`config.mk`:
```
export PLATFORM = sky130hd
export DESIGN_NAME = branch_skip_call_unit
export DESIGN_NICKNAME = d
export VERILOG_FILES = /design/src/hdl/bsc_pkg.sv /design/src/hdl/bsc_compare.sv /design/src/hdl/branch_skip_call_unit.sv
export SDC_FILE = /design/constraint.sdc
export NUM_CORES = 1
export LEC_CHECK = 0
export ABC_AREA = 1
export BUFFER_PORTS_ARGS = -buffer_cell sky130_fd_sc_hd__buf_2
export CAP_MARGIN = 10
export CELL_PAD_IN_SITES_DETAIL_PLACEMENT = 1
export CELL_PAD_IN_SITES_GLOBAL_PLACEMENT = 1
export CORE_ASPECT_RATIO = 2
export CORE_MARGIN = 5
export CORE_UTILIZATION = 43
export CTS_CLUSTER_DIAMETER = 80
export DETAILED_ROUTE_END_ITERATION = 7
export GPL_ROUTABILITY_DRIVEN = 0
export PLACE_DENSITY_LB_ADDON = 0.1
export SYNTH_ARGS = -nofsm -noshare
export SYNTH_HDL_FRONTEND = slang
export SYNTH_SLANG_ARGS = --single-unit
```
`constraint.sdc`:
```
create_clock -name mclk -period 6.9 [get_ports mclk]
set_input_delay 0.69 -clock mclk [delete_from_list [all_inputs] [get_ports mclk]]
set_output_delay 0.69 -clock mclk [all_outputs]
set_load 0.03 [all_outputs]
```
`src/hdl/bsc_pkg.sv`:
```
// Summary of operation
// - indirect call: PC low from Z, upper cleared
// - extended call: PC upper from extended register
// - compare-skip on equal operands, flags untouched
// - compare immediate updates six flags, one cycle
// - skip when register bit is zero
// - skip when register bit is one
// - skip when I/O bit is zero
// - skip when I/O bit is one
// - branch when chosen status bit set
// - branch when chosen status bit clear
// - carry-clear branch, flags unchanged
// - unsigned same-or-higher equals carry-clear
// - signed ge branch when N xor V zero
// - signed lt branch when N xor V one
// - half-carry branches, set and clear forms
// - T flag branches, set and clear forms
// - overflow branches, set and clear forms
// - interrupt-enable branches, enabled and disabled
package bsc_pkg;

   // ********************************************************
   // widths
   // ********************************************************
   localparam int PC_W = 22;
   localparam int PC_LOW_W = 16;
   localparam int PC_HIGH_W = 6;
   localparam int DATA_W = 8;
   localparam int IO_ADDR_W = 5;
   localparam int BIT_SEL_W = 3;
   localparam int OFFS_W = 7;
   localparam int CNT_W = 3;

   // ********************************************************
   // status flag positions
   // ********************************************************
   localparam int FLAG_C = 0;
   localparam int FLAG_Z = 1;
   localparam int FLAG_N = 2;
   localparam int FLAG_V = 3;
   localparam int FLAG_S = 4;
   localparam int FLAG_H = 5;
   localparam int FLAG_T = 6;
   localparam int FLAG_I = 7;

   // ********************************************************
   // cycle counts and program counter steps
   // ********************************************************
   localparam logic [CNT_W-1:0] CYC_INDIRECT_CALL_NARROW = 3'h2;
   localparam logic [CNT_W-1:0] CYC_INDIRECT_CALL_WIDE = 3'h3;
   localparam logic [CNT_W-1:0] CYC_EXTENDED_INDIRECT_CALL = 3'h3;
   localparam logic [CNT_W-1:0] CYC_CMP_IMM = 3'h1;
   localparam logic [CNT_W-1:0] CYC_BASE = 3'h1;
   localparam logic [CNT_W-1:0] CYC_IO_BASE = 3'h2;
   localparam logic [CNT_W-1:0] CYC_BR_TAKEN = 3'h2;
   localparam logic [PC_W-1:0] PC_STEP_NEXT = 22'h000001;
   localparam logic [PC_W-1:0] PC_SKIP_ONE = 22'h000002;
   localparam logic [PC_W-1:0] PC_SKIP_TWO = 22'h000003;
   localparam logic [PC_W-1:0] PC_RESET = 22'h000000;
   localparam logic [PC_HIGH_W-1:0] PC_HIGH_CLEAR = 6'h00;
   localparam logic [DATA_W-1:0] FLAGS_RESET = 8'h00;
   localparam logic [IO_ADDR_W-1:0] IO_ADDR_RESET = 5'h00;

   // ********************************************************
   // operations
   // ********************************************************
   typedef enum logic [4:0] {
      OP_INDIRECT_CALL,
      OP_EXTENDED_INDIRECT_CALL,
      OP_COMPARE_SKIP_EQUAL,
      OP_COMPARE_IMMEDIATE,
      OP_SKIP_REG_BIT_CLEAR,
      OP_SKIP_REG_BIT_SET,
      OP_SKIP_IO_BIT_CLEAR,
      OP_SKIP_IO_BIT_SET,
      OP_BRANCH_STATUS_SET,
      OP_BRANCH_STATUS_CLEAR,
      OP_BRANCH_CARRY_CLEAR,
      OP_BRANCH_UNSIGNED_GE,
      OP_BRANCH_SIGNED_GE,
      OP_BRANCH_SIGNED_LT,
      OP_BRANCH_HALFCARRY_SET,
      OP_BRANCH_HALFCARRY_CLEAR,
      OP_BRANCH_TFLAG_SET,
      OP_BRANCH_TFLAG_CLEAR,
      OP_BRANCH_OVERFLOW_SET,
      OP_BRANCH_OVERFLOW_CLEAR,
      OP_BRANCH_IRQ_ENABLED,
      OP_BRANCH_IRQ_DISABLED
   } bsc_op_t;

   typedef struct packed {
      bsc_op_t op;
      logic [DATA_W-1:0] rd;
      logic [DATA_W-1:0] rr;
      logic [DATA_W-1:0] imm;
      logic [BIT_SEL_W-1:0] bitSel;
      logic [IO_ADDR_W-1:0] ioAddr;
      logic [OFFS_W-1:0] offset;
      logic [PC_W-1:0] pc;
      logic [PC_LOW_W-1:0] zPtr;
      logic [PC_HIGH_W-1:0] extendedIndirectReg;
      logic [DATA_W-1:0] statusFlagsReg;
      logic nextTwoWord;
   } bsc_req_t;

   typedef struct packed {
      logic [PC_W-1:0] pcNext;
      logic [PC_W-1:0] returnAddr;
      logic pushReturn;
      logic [DATA_W-1:0] flags;
      logic flagsWe;
      logic taken;
      logic [CNT_W-1:0] cycles;
   } bsc_res_t;

endpackage

```
`src/hdl/bsc_compare.sv`:
```
`timescale 1ns/1ps
`default_nettype none
module bsc_compare
(
   input wire logic [bsc_pkg::DATA_W-1:0] lhs,
   input wire logic [bsc_pkg::DATA_W-1:0] rhs,
   input wire logic [bsc_pkg::DATA_W-1:0] flagsIn,
   output logic [bsc_pkg::DATA_W-1:0] flagsOut
);
   import bsc_pkg::*;

   logic [DATA_W-1:0] diff;
   logic carry;
   logic half;
   logic ovf;

   // ********************************************************
   // subtract without writeback
   // ********************************************************
   always_comb
   begin
      diff = lhs - rhs;
      carry = (~lhs[7] & rhs[7]) | (rhs[7] & diff[7]) | (diff[7] & ~lhs[7]);
      half = (~lhs[3] & rhs[3]) | (rhs[3] & diff[3]) | (diff[3] & ~lhs[3]);
      ovf = (lhs[7] & ~rhs[7] & ~diff[7]) | (~lhs[7] & rhs[7] & diff[7]);
      flagsOut = flagsIn;
      flagsOut[FLAG_C] = carry;
      flagsOut[FLAG_Z] = (diff == 8'h00);
      flagsOut[FLAG_N] = diff[7];
      flagsOut[FLAG_V] = ovf;
      flagsOut[FLAG_S] = diff[7] ^ ovf;
      flagsOut[FLAG_H] = half;
   end

endmodule // bsc_compare
`default_nettype wire

```
`src/hdl/branch_skip_call_unit.sv`:
```
`timescale 1ns/1ps
`default_nettype none
module branch_skip_call_unit
#(
   parameter bit WIDE_PC = 1'b1
)
(
   input wire logic mclk,
   input wire logic reset,
   input wire logic start,
   input wire bsc_pkg::bsc_req_t req,
   input wire logic [bsc_pkg::DATA_W-1:0] ioRdData,
   output logic ready,
   output logic done,
   output bsc_pkg::bsc_res_t res,
   output logic ioRdEn,
   output logic [bsc_pkg::IO_ADDR_W-1:0] ioAddr
);
   import bsc_pkg::*;

   // ********************************************************
   // declarations
   // ********************************************************
   typedef enum logic [1:0] {
      ST_IDLE,
      ST_IO_REQ,
      ST_IO_DATA,
      ST_EXEC
   } bsc_state_t;

   bsc_state_t state_q;
   bsc_state_t state_d;
   logic [CNT_W-1:0] cnt_q;
   logic [CNT_W-1:0] cnt_d;
   logic done_q;
   logic ioRdEn_q;
   logic [IO_ADDR_W-1:0] ioAddr_q;
   bsc_res_t res_q;
   bsc_res_t res_d;
   bsc_req_t held_q;
   logic accept;
   logic [DATA_W-1:0] cmpFlags;
   logic [PC_W-1:0] pcPlusOne;
   logic [PC_W-1:0] pcSkip;
   logic [PC_W-1:0] pcBranch;
   logic [PC_W-1:0] heldPcPlusOne;
   logic [PC_W-1:0] heldPcSkip;
   logic [CNT_W-1:0] skipCycles;
   logic [CNT_W-1:0] heldSkipCycles;
   logic brCond;
   logic isBranch;
   logic skipCond;
   logic ioBit;
   logic ioSkip;

   assign accept = start && (state_q == ST_IDLE);
   assign ready = (state_q == ST_IDLE);
   assign done = done_q;
   assign res = res_q;
   assign ioRdEn = ioRdEn_q;
   assign ioAddr = ioAddr_q;

   // ********************************************************
   // compare flags
   // ********************************************************
   bsc_compare u_compare
   (
      .lhs(req.rd),
      .rhs(req.imm),
      .flagsIn(req.statusFlagsReg),
      .flagsOut(cmpFlags)
   );

   // ********************************************************
   // program counter targets
   // ********************************************************
   always_comb
   begin
      pcPlusOne = req.pc + PC_STEP_NEXT;
      pcBranch = req.pc + {{(PC_W-OFFS_W){req.offset[OFFS_W-1]}},
                           req.offset} + PC_STEP_NEXT;
      // skipped instruction length picks two or three words
      if (req.nextTwoWord)
      begin
         pcSkip = req.pc + PC_SKIP_TWO;
         skipCycles = 3'h2;
      end
      else
      begin
         pcSkip = req.pc + PC_SKIP_ONE;
         skipCycles = 3'h1;
      end
   end

   always_comb
   begin
      heldPcPlusOne = held_q.pc + PC_STEP_NEXT;
      if (held_q.nextTwoWord)
      begin
         heldPcSkip = held_q.pc + PC_SKIP_TWO;
         heldSkipCycles = 3'h2;
      end
      else
      begin
         heldPcSkip = held_q.pc + PC_SKIP_ONE;
         heldSkipCycles = 3'h1;
      end
   end

   // ********************************************************
   // branch and skip conditions
   // ********************************************************
   always_comb
   begin
      brCond = 1'b0;
      isBranch = 1'b1;
      case (req.op)
         OP_BRANCH_STATUS_SET:
            brCond = req.statusFlagsReg[req.bitSel];
         OP_BRANCH_STATUS_CLEAR:
            brCond = ~req.statusFlagsReg[req.bitSel];
         OP_BRANCH_CARRY_CLEAR:
            brCond = ~req.statusFlagsReg[FLAG_C];
         OP_BRANCH_UNSIGNED_GE:
            brCond = ~req.statusFlagsReg[FLAG_C];
         OP_BRANCH_SIGNED_GE:
            brCond = ~(req.statusFlagsReg[FLAG_N] ^
                       req.statusFlagsReg[FLAG_V]);
         OP_BRANCH_SIGNED_LT:
            brCond = req.statusFlagsReg[FLAG_N] ^
                     req.statusFlagsReg[FLAG_V];
         OP_BRANCH_HALFCARRY_SET:
            brCond = req.statusFlagsReg[FLAG_H];
         OP_BRANCH_HALFCARRY_CLEAR:
            brCond = ~req.statusFlagsReg[FLAG_H];
         OP_BRANCH_TFLAG_SET:
            brCond = req.statusFlagsReg[FLAG_T];
         OP_BRANCH_TFLAG_CLEAR:
            brCond = ~req.statusFlagsReg[FLAG_T];
         OP_BRANCH_OVERFLOW_SET:
            brCond = req.statusFlagsReg[FLAG_V];
         OP_BRANCH_OVERFLOW_CLEAR:
            brCond = ~req.statusFlagsReg[FLAG_V];
         OP_BRANCH_IRQ_ENABLED:
            brCond = req.statusFlagsReg[FLAG_I];
         OP_BRANCH_IRQ_DISABLED:
            brCond = ~req.statusFlagsReg[FLAG_I];
         default:
            isBranch = 1'b0;
      endcase
   end

   always_comb
   begin
      skipCond = 1'b0;
      case (req.op)
         OP_COMPARE_SKIP_EQUAL:
            skipCond = (req.rd == req.rr);
         OP_SKIP_REG_BIT_CLEAR:
            skipCond = ~req.rr[req.bitSel];
         OP_SKIP_REG_BIT_SET:
            skipCond = req.rr[req.bitSel];
         default:
            skipCond = 1'b0;
      endcase
   end

   // io bit sampled from the held request
   always_comb
   begin
      ioBit = ioRdData[held_q.bitSel];
      if (held_q.op == OP_SKIP_IO_BIT_SET)
      begin
         ioSkip = ioBit;
      end
      else
      begin
         ioSkip = ~ioBit;
      end
   end

   // ********************************************************
   // result at acceptance
   // ********************************************************
   always_comb
   begin
      res_d = res_q;
      res_d.pushReturn = 1'b0;
      res_d.flagsWe = 1'b0;
      res_d.taken = 1'b0;
      res_d.flags = req.statusFlagsReg;
      res_d.returnAddr = pcPlusOne;
      res_d.pcNext = pcPlusOne;
      res_d.cycles = CYC_BASE;
      case (req.op)
         OP_INDIRECT_CALL:
         begin
            res_d.pcNext = {PC_HIGH_CLEAR, req.zPtr};
            res_d.pushReturn = 1'b1;
            res_d.taken = 1'b1;
            res_d.cycles = WIDE_PC ? CYC_INDIRECT_CALL_WIDE : CYC_INDIRECT_CALL_NARROW;
         end
         OP_EXTENDED_INDIRECT_CALL:
         begin
            res_d.pcNext = {req.extendedIndirectReg, req.zPtr};
            res_d.pushReturn = 1'b1;
            res_d.taken = 1'b1;
            res_d.cycles = CYC_EXTENDED_INDIRECT_CALL;
         end
         OP_COMPARE_IMMEDIATE:
         begin
            res_d.flags = cmpFlags;
            res_d.flagsWe = 1'b1;
            res_d.cycles = CYC_CMP_IMM;
         end
         OP_COMPARE_SKIP_EQUAL, OP_SKIP_REG_BIT_CLEAR, OP_SKIP_REG_BIT_SET:
         begin
            if (skipCond)
            begin
               res_d.pcNext = pcSkip;
               res_d.taken = 1'b1;
               res_d.cycles = CYC_BASE + skipCycles;
            end
         end
         default:
         begin
            if (isBranch && brCond)
            begin
               res_d.pcNext = pcBranch;
               res_d.taken = 1'b1;
               res_d.cycles = CYC_BR_TAKEN;
            end
         end
      endcase
   end

   // ********************************************************
   // sequencing
   // ********************************************************
   always_comb
   begin
      state_d = state_q;
      cnt_d = cnt_q;
      case (state_q)
         ST_IDLE:
         begin
            if (accept)
            begin
               if (req.op == OP_SKIP_IO_BIT_CLEAR ||
                   req.op == OP_SKIP_IO_BIT_SET)
               begin
                  state_d = ST_IO_REQ;
               end
               else
               begin
                  state_d = ST_EXEC;
                  cnt_d = res_d.cycles - CYC_BASE;
               end
            end
         end
         ST_IO_REQ:
            state_d = ST_IO_DATA;
         ST_IO_DATA:
         begin
            if (ioSkip)
            begin
               state_d = ST_EXEC;
               cnt_d = heldSkipCycles - CYC_BASE;
            end
            else
            begin
               state_d = ST_IDLE;
            end
         end
         ST_EXEC:
         begin
            if (cnt_q == 3'h0)
            begin
               state_d = ST_IDLE;
            end
            else
            begin
               cnt_d = cnt_q - 3'h1;
            end
         end
         default:
            state_d = ST_IDLE;
      endcase
   end

   always_ff @(posedge mclk)
   begin
      if (reset)
      begin
         state_q <= ST_IDLE;
         cnt_q <= 3'h0;
      end
      else
      begin
         state_q <= state_d;
         cnt_q <= cnt_d;
      end
   end

   // ********************************************************
   // request capture and io read strobe
   // ********************************************************
   always_ff @(posedge mclk)
   begin
      if (reset)
      begin
         held_q <= '0;
      end
      else if (accept)
      begin
         held_q <= req;
      end
   end

   always_ff @(posedge mclk)
   begin
      if (reset)
      begin
         ioRdEn_q <= 1'b0;
         ioAddr_q <= IO_ADDR_RESET;
      end
      else
      begin
         ioRdEn_q <= accept && (state_d == ST_IO_REQ);
         if (accept)
         begin
            ioAddr_q <= req.ioAddr;
         end
      end
   end

   // ********************************************************
   // result and completion
   // ********************************************************
   always_ff @(posedge mclk)
   begin
      if (reset)
      begin
         res_q <= '{pcNext: PC_RESET, returnAddr: PC_RESET,
                    pushReturn: 1'b0, flags: FLAGS_RESET,
                    flagsWe: 1'b0, taken: 1'b0, cycles: 3'h0};
      end
      else if (accept)
      begin
         res_q <= res_d;
      end
      else if (state_q == ST_IO_DATA)
      begin
         res_q.flags <= held_q.statusFlagsReg;
         res_q.flagsWe <= 1'b0;
         res_q.pushReturn <= 1'b0;
         res_q.returnAddr <= heldPcPlusOne;
         res_q.taken <= ioSkip;
         if (ioSkip)
         begin
            res_q.pcNext <= heldPcSkip;
            res_q.cycles <= CYC_IO_BASE + heldSkipCycles;
         end
         else
         begin
            res_q.pcNext <= heldPcPlusOne;
            res_q.cycles <= CYC_IO_BASE;
         end
      end
   end

   always_ff @(posedge mclk)
   begin
      if (reset)
      begin
         done_q <= 1'b0;
      end
      else
      begin
         done_q <= ((state_q == ST_EXEC) && (cnt_q == 3'h0)) ||
                   ((state_q == ST_IO_DATA) && !ioSkip);
      end
   end

endmodule // branch_skip_call_unit
`default_nettype wire

```
# Yosys cells after proc, flatten, opt, wreduce, memory -nomap -nowiden
# Cells that the tools add are included.
totals:
  inputBits: 108
  word_cells: 149
  reg_bits: 109
  out_inout_bits: 66
op_classes:
  n_reduce_logical: 19
  n_addsub: 14
  n_eq_ne: 31
  bitwise_logic: 29
  muxes: 37
  order_cmp: 2
ops:
  columns: ["cell", "count"]
  rows:
  - ["58-bit 2-to-1 mux", 2]
  - ["22-bit 2-to-1 mux", 5]
  - ["22-bit by 2-bit adder with 22-bit output (second input constant)", 4]
  - ["22-bit case mux with 4 select lines", 1]
  - ["22-bit by 1-bit adder with 22-bit output (second input constant)", 3]
  - ["5-bit by 4-bit == test with 1-bit output (second input constant)", 8]
  - ["5-bit == test (second input constant)", 6]
  - ["5-bit by 3-bit == test with 1-bit output (second input constant)", 5]
  - ["22-bit adder", 1]
  - ["3-bit case mux with 3 select lines", 2]
  - ["3-bit 2-to-1 mux", 5]
  - ["14-bit OR reduction", 1]
  - ["1-bit NOT", 13]
  - ["1-bit case mux with 13 select lines", 1]
  - ["2-bit 2-to-1 mux", 6]
  - ["5-bit by 2-bit == test with 1-bit output (second input constant)", 2]
  - ["1-bit bitwise AND", 9]
  - ["1-bit binary-select mux with 3-bit select", 3]
  - ["3-bit by 1-bit subtractor with 3-bit output (second input constant)", 3]
  - ["8-bit == test", 1]
  - ["8-bit zero test", 1]
  - ["3-bit by 4-bit less-than comparator with 1-bit output (second input constant)", 2]
  - ["4-bit 2-to-1 mux", 2]
  - ["2-bit case mux with 4 select lines", 1]
  - ["24 further kinds", 45]

# Longest topological paths before layout
logic_depth:
  word_depth: 11
  ltp_mapped: 18

# Modules after synthesis
# A second synthesis with hierarchy kept.
unflattened:
  cells_unflattened: 1636
  hier_area_um2: 9846.9
by_module_without_submodules:
  columns: ["module", "cells_each", "seq_area_each_um2", "area_per_inst_um2", "instances"]
  rows:
  - ["branch_skip_call_unit", 1554, 2182.1, 9332.7, 1]
  - ["bsc_compare", 82, 0.0, 514.2, 1]

# Worst setup path after synthesis
# No wires, ideal clock.
synth_timing:
  path_kind: "input to register"
  startpoint: "in req[70] (netlist name)"
  endpoint: "reg res_q (netlist bit res[6])"
  setup_slack_ps: 4063
  setup_ps: 70
  cell_stages: 14
  n_path_buf: 0
  arrival_ps: 2766
  required_time_ps: 6830
  path_cell_list: "inv_1 -> ha_1 -> nand3_1 -> nand2_1 -> a21oi_1 -> o21bai_1 -> a21oi_1 -> o21bai_1 -> fa_1 -> nor2_4 -> nand4_2 -> nor3_2 -> nand3_1 -> a21oi_1"
synth_between:
  elab_chain_cells: 4
synth_lines:
  columns: ["element", "line", "rtl"]
  rows:
  - ["start: declaration", "branch_skip_call_unit.sv:11", "input wire bsc_pkg::bsc_req_t req,"]
  - ["8-bit subtractor", "bsc_compare.sv:22", "diff = lhs - rhs;"]
  - ["8-bit zero test", "bsc_compare.sv:28", "flagsOut[FLAG_Z] = (diff == 8'h00);"]
  - ["7-bit 2-to-1 mux", "branch_skip_call_unit.sv:195", "case (req.op)"]
  - ["58-bit 2-to-1 mux", "branch_skip_call_unit.sv:348", "else if (accept)"]
  - ["end signal: assignment", "branch_skip_call_unit.sv:344", "res_q <= '{pcNext: PC_RESET, returnAddr: PC_RESET,"]
  - ["end signal: assignment", "branch_skip_call_unit.sv:350", "res_q <= res_d;"]
  - ["end: declaration", "branch_skip_call_unit.sv:38", "bsc_res_t res_q;"]
# No other way between the ends.
# A chain may end at the register's enable or synchronous reset.

# Final worst setup path
layout_timing:
  startpoint: "in req[59] (netlist name)"
  endpoint: "reg res_q (netlist bit res[56])"
layout_between:
  elab_chain_cells: 5
layout_lines:
  columns: ["element", "line", "rtl"]
  rows:
  - ["22-bit adder", "branch_skip_call_unit.sv:80", "pcBranch = req.pc + {{(PC_W-OFFS_W){req.offset[OFFS_W-1]}},"]
  - ["22-bit by 1-bit adder with 22-bit output", "branch_skip_call_unit.sv:81", "req.offset} + PC_STEP_NEXT;"]
  - ["22-bit 2-to-1 mux", "branch_skip_call_unit.sv:227", "if (isBranch && brCond)"]
  - ["22-bit case mux with 4 select lines", "branch_skip_call_unit.sv:195", null]
  - ["58-bit 2-to-1 mux", "branch_skip_call_unit.sv:348", null]
# No other way between the ends.

==> run metrics <==
Worst EP required=7160 ps; Final Core Density=0.491; ys flop type=dfxtp_1; slowest cell on the critical path=nor4_1; CP cell instances=buf_2 -> ha_1 -> nand4_1 -> nor4_1 -> nand2_1 -> nand2_1 -> xnor2_1 -> a21oi_1 -> nor2_1 -> nor2_1; fin nets=1891; DR DRC count=0; worst slew pin tran=1040 ps; RSZ-0062 raised after global routing=false; CTS tree=done; max-slew violations=0; number of library cell types mapped by synthesis=between 50 and 60; CTS Buf Count=9; status=finished clean; post-cts repair resize count=0; Post-CTS Setup Repair Bufs=0; PortBufs=around 170; Top Ports=about 170; skew final=approximately 10 ps; initial antenna violation count=0; clk buf depth=2; later-pin clock latency in the skew report=370 ps; leak pwr=5.42 nW; multi-input combinational cell area=between 6000 and 7000 µm²; Worst-path clk slew=80 ps; Syn Nets=about 1800; die area=26100 µm²; sequential element share of the synthesized area=0.223; crit start category=primary input; vias in the first global route=12186; synthesized area=9790 µm²; Final period util=0.435; Worst Hold Class=reg2reg; Max-Cap Viols=0; antenna-violating nets left=0; register area=2180 µm²; Seq cells post-synth=between 100 and 150; Global Route Usage Sum=0.345; Synth async-reset ratio=0; number of flops mapped to enable cells by yosys=0; synthesized area per cell=6.11 µm²; synthesis-to-layout area growth=13.2%; Worst Path Arrival=3270 ps; Crit. End Element=flop; Synth Instances=1603; Ys Warns=0; power density over the cells=214 nW/µm²; 1st-iter DRT viols=between 600 and 700; family with the most delay on the worst path=simple AND/OR/NAND/NOR gates; ANT cells=0; WS Path Type=in2reg; first-pass GRT wire length=68000 µm; first drt pass iteration count=5; Core Footprint=approximately 23000 µm²; Tmin final=3000 ps; via count=between 10000 and 15000; largest net degree at the start of global routing=77; Buf/Inv on CP=1; drt total wl=45600 µm; Slew HR=0.300; root buffer cell=clkbuf_16; share of cells above drive strength 1=0.149; Layout fillers=3251; final setup TNS=0 ps; Final Hold Vio Count=0; std cell rows=78; HPWL after detailed placement=37000 µm; H-tree levels=3; total gr overflow=0; Avg WL per Cell=22.6 µm; Worst Path Max Fanout=16; Max Fclk=0.333 GHz; Max IR drop VDD=0.161 mV; die width=roughly 120 µm; slowest stage delay, CP=between 800 and 900 ps; Sink Count=109; final setup fails=0; Post-CTS Hold Buffers=0; Initial Util=0.434; vias per inst=5.77; commonest non-fill, non-tap cell in the layout=nand2_1; most frequent cells in the layout=nand2_1, inv_1, buf_2; die height=223 µm
where the power goes:
| part | leakage (nW) | internal, mW | switching, mW |
|---|---|---|---|
| Clock | 0.141 | 0.295 | 0.256 |
| Combinational | 4.38 | 0.293 | 0.738 |
| Sequential | 0.899 | 0.719 | 0.0739 |
cells by family (layout without fill, tap and decap cells):
| group | after synthesis | after routing | share of synthesized area |
|---|---|---|---|
| multiplexers | 1 | 1 | 0.00102 |
| buffers and inverters | 252 | 393 | 0.106 |
| adder cells (fa/ha/maj) | 44 | 44 | 0.0601 |
| XOR/XNOR | 81 | 81 | 0.0725 |
| AND/OR/NAND/NOR | 801 | 801 | 0.355 |
| flip-flops | 109 | 109 | 0.223 |
| AO/OA/AOI/OAI | 315 | 315 | 0.183 |
through the flow:
| step | instance area (µm²) | worst slack (ps) | hold WS, ps | cells | total power [mW] |
|---|---|---|---|---|---|
| finish | 11100 | 3900 | 465 | 2024 | 2.37 |
| global route | 11100 | 3680 | 487 | 2024 | 2.50 |
| CTS | 11100 | 3940 | 469 | 2024 | 2.37 |
| detailed placement | 10800 | 3590 | 456 | 2008 | 1.82 |
| global placement | 10800 | 3580 | 457 | 2008 | 1.80 |
| floorplan | 9790 | 4060 | 430 | 1603 | 1.45 |
final timing paths:
kind,start,to,slack [ps],cells past startpoint
setup reg to reg,state_q[0],res[43],3900,9
hold reg to reg,held_q[94],held_q[94],470,2
hold / removal,held_q[94],held_q[94],470,2
setup / recovery,req[59],res[56],3900,10
worst reg2reg max path, delay by kind of cell (launching register included):
family | cells | cell delay (ps)
buf+inv | 3 | 1280
simple gates | 3 | 720
compound gates | 3 | 540
flops | 1 | 380
area by class of cell:
| class | instances | share of cell area |
|---|---|---|
| clock inverter | 4 | 0.00508 |
| multi-input combinational | 1242 | 0.593 |
| clock buffer | 12 | 0.0223 |
| inverter | 195 | 0.0668 |
| timing repair buffer | 182 | 0.0843 |
| sequential | 109 | 0.197 |
| tap | 280 | 0.0316 |
state kept, by name, indices dropped and copies added, names as in the netlist:
register  count
cnt_q         3
done          1
res          58
state_q       2
held_q       39
ioRdEn        1
ioAddr        5
Yosys cell counts (all sizes together) (2+ instances only):
library cell	count	area share
a21boi	3	0.0023
buf	24	0.018
a31oi	9	0.0058
o21a	4	0.0031
nand3	132	0.070
nand4	19	0.013
a21oi	107	0.056
a22o	5	0.0045
nor3	23	0.017
clkbuf	33	0.013
nand3b	6	0.0046
nor4	3	0.0019
o21ai	137	0.070
a221oi	3	0.0033
o211ai	16	0.013
a22oi	12	0.0092
xnor2	17	0.015
or2	5	0.0032
dfxtp	109	0.22
xor2	64	0.057
o221ai	3	0.0027
nand2	450	0.18
inv	194	0.075
fa	5	0.010
o21bai	10	0.0077
nor2	160	0.067
o22ai	2	0.0013
ha	39	0.050
routing by layer:
layer	wire [µm]	up-vias	GRT usage
met2	23600	434	0.623
met5	0	-	0
met3	2180	194	0.0448
li1	-	5493	-
met4	4730	0	0.297
met1	15200	5562	0.329
Power figures use the tool's default switching activity.
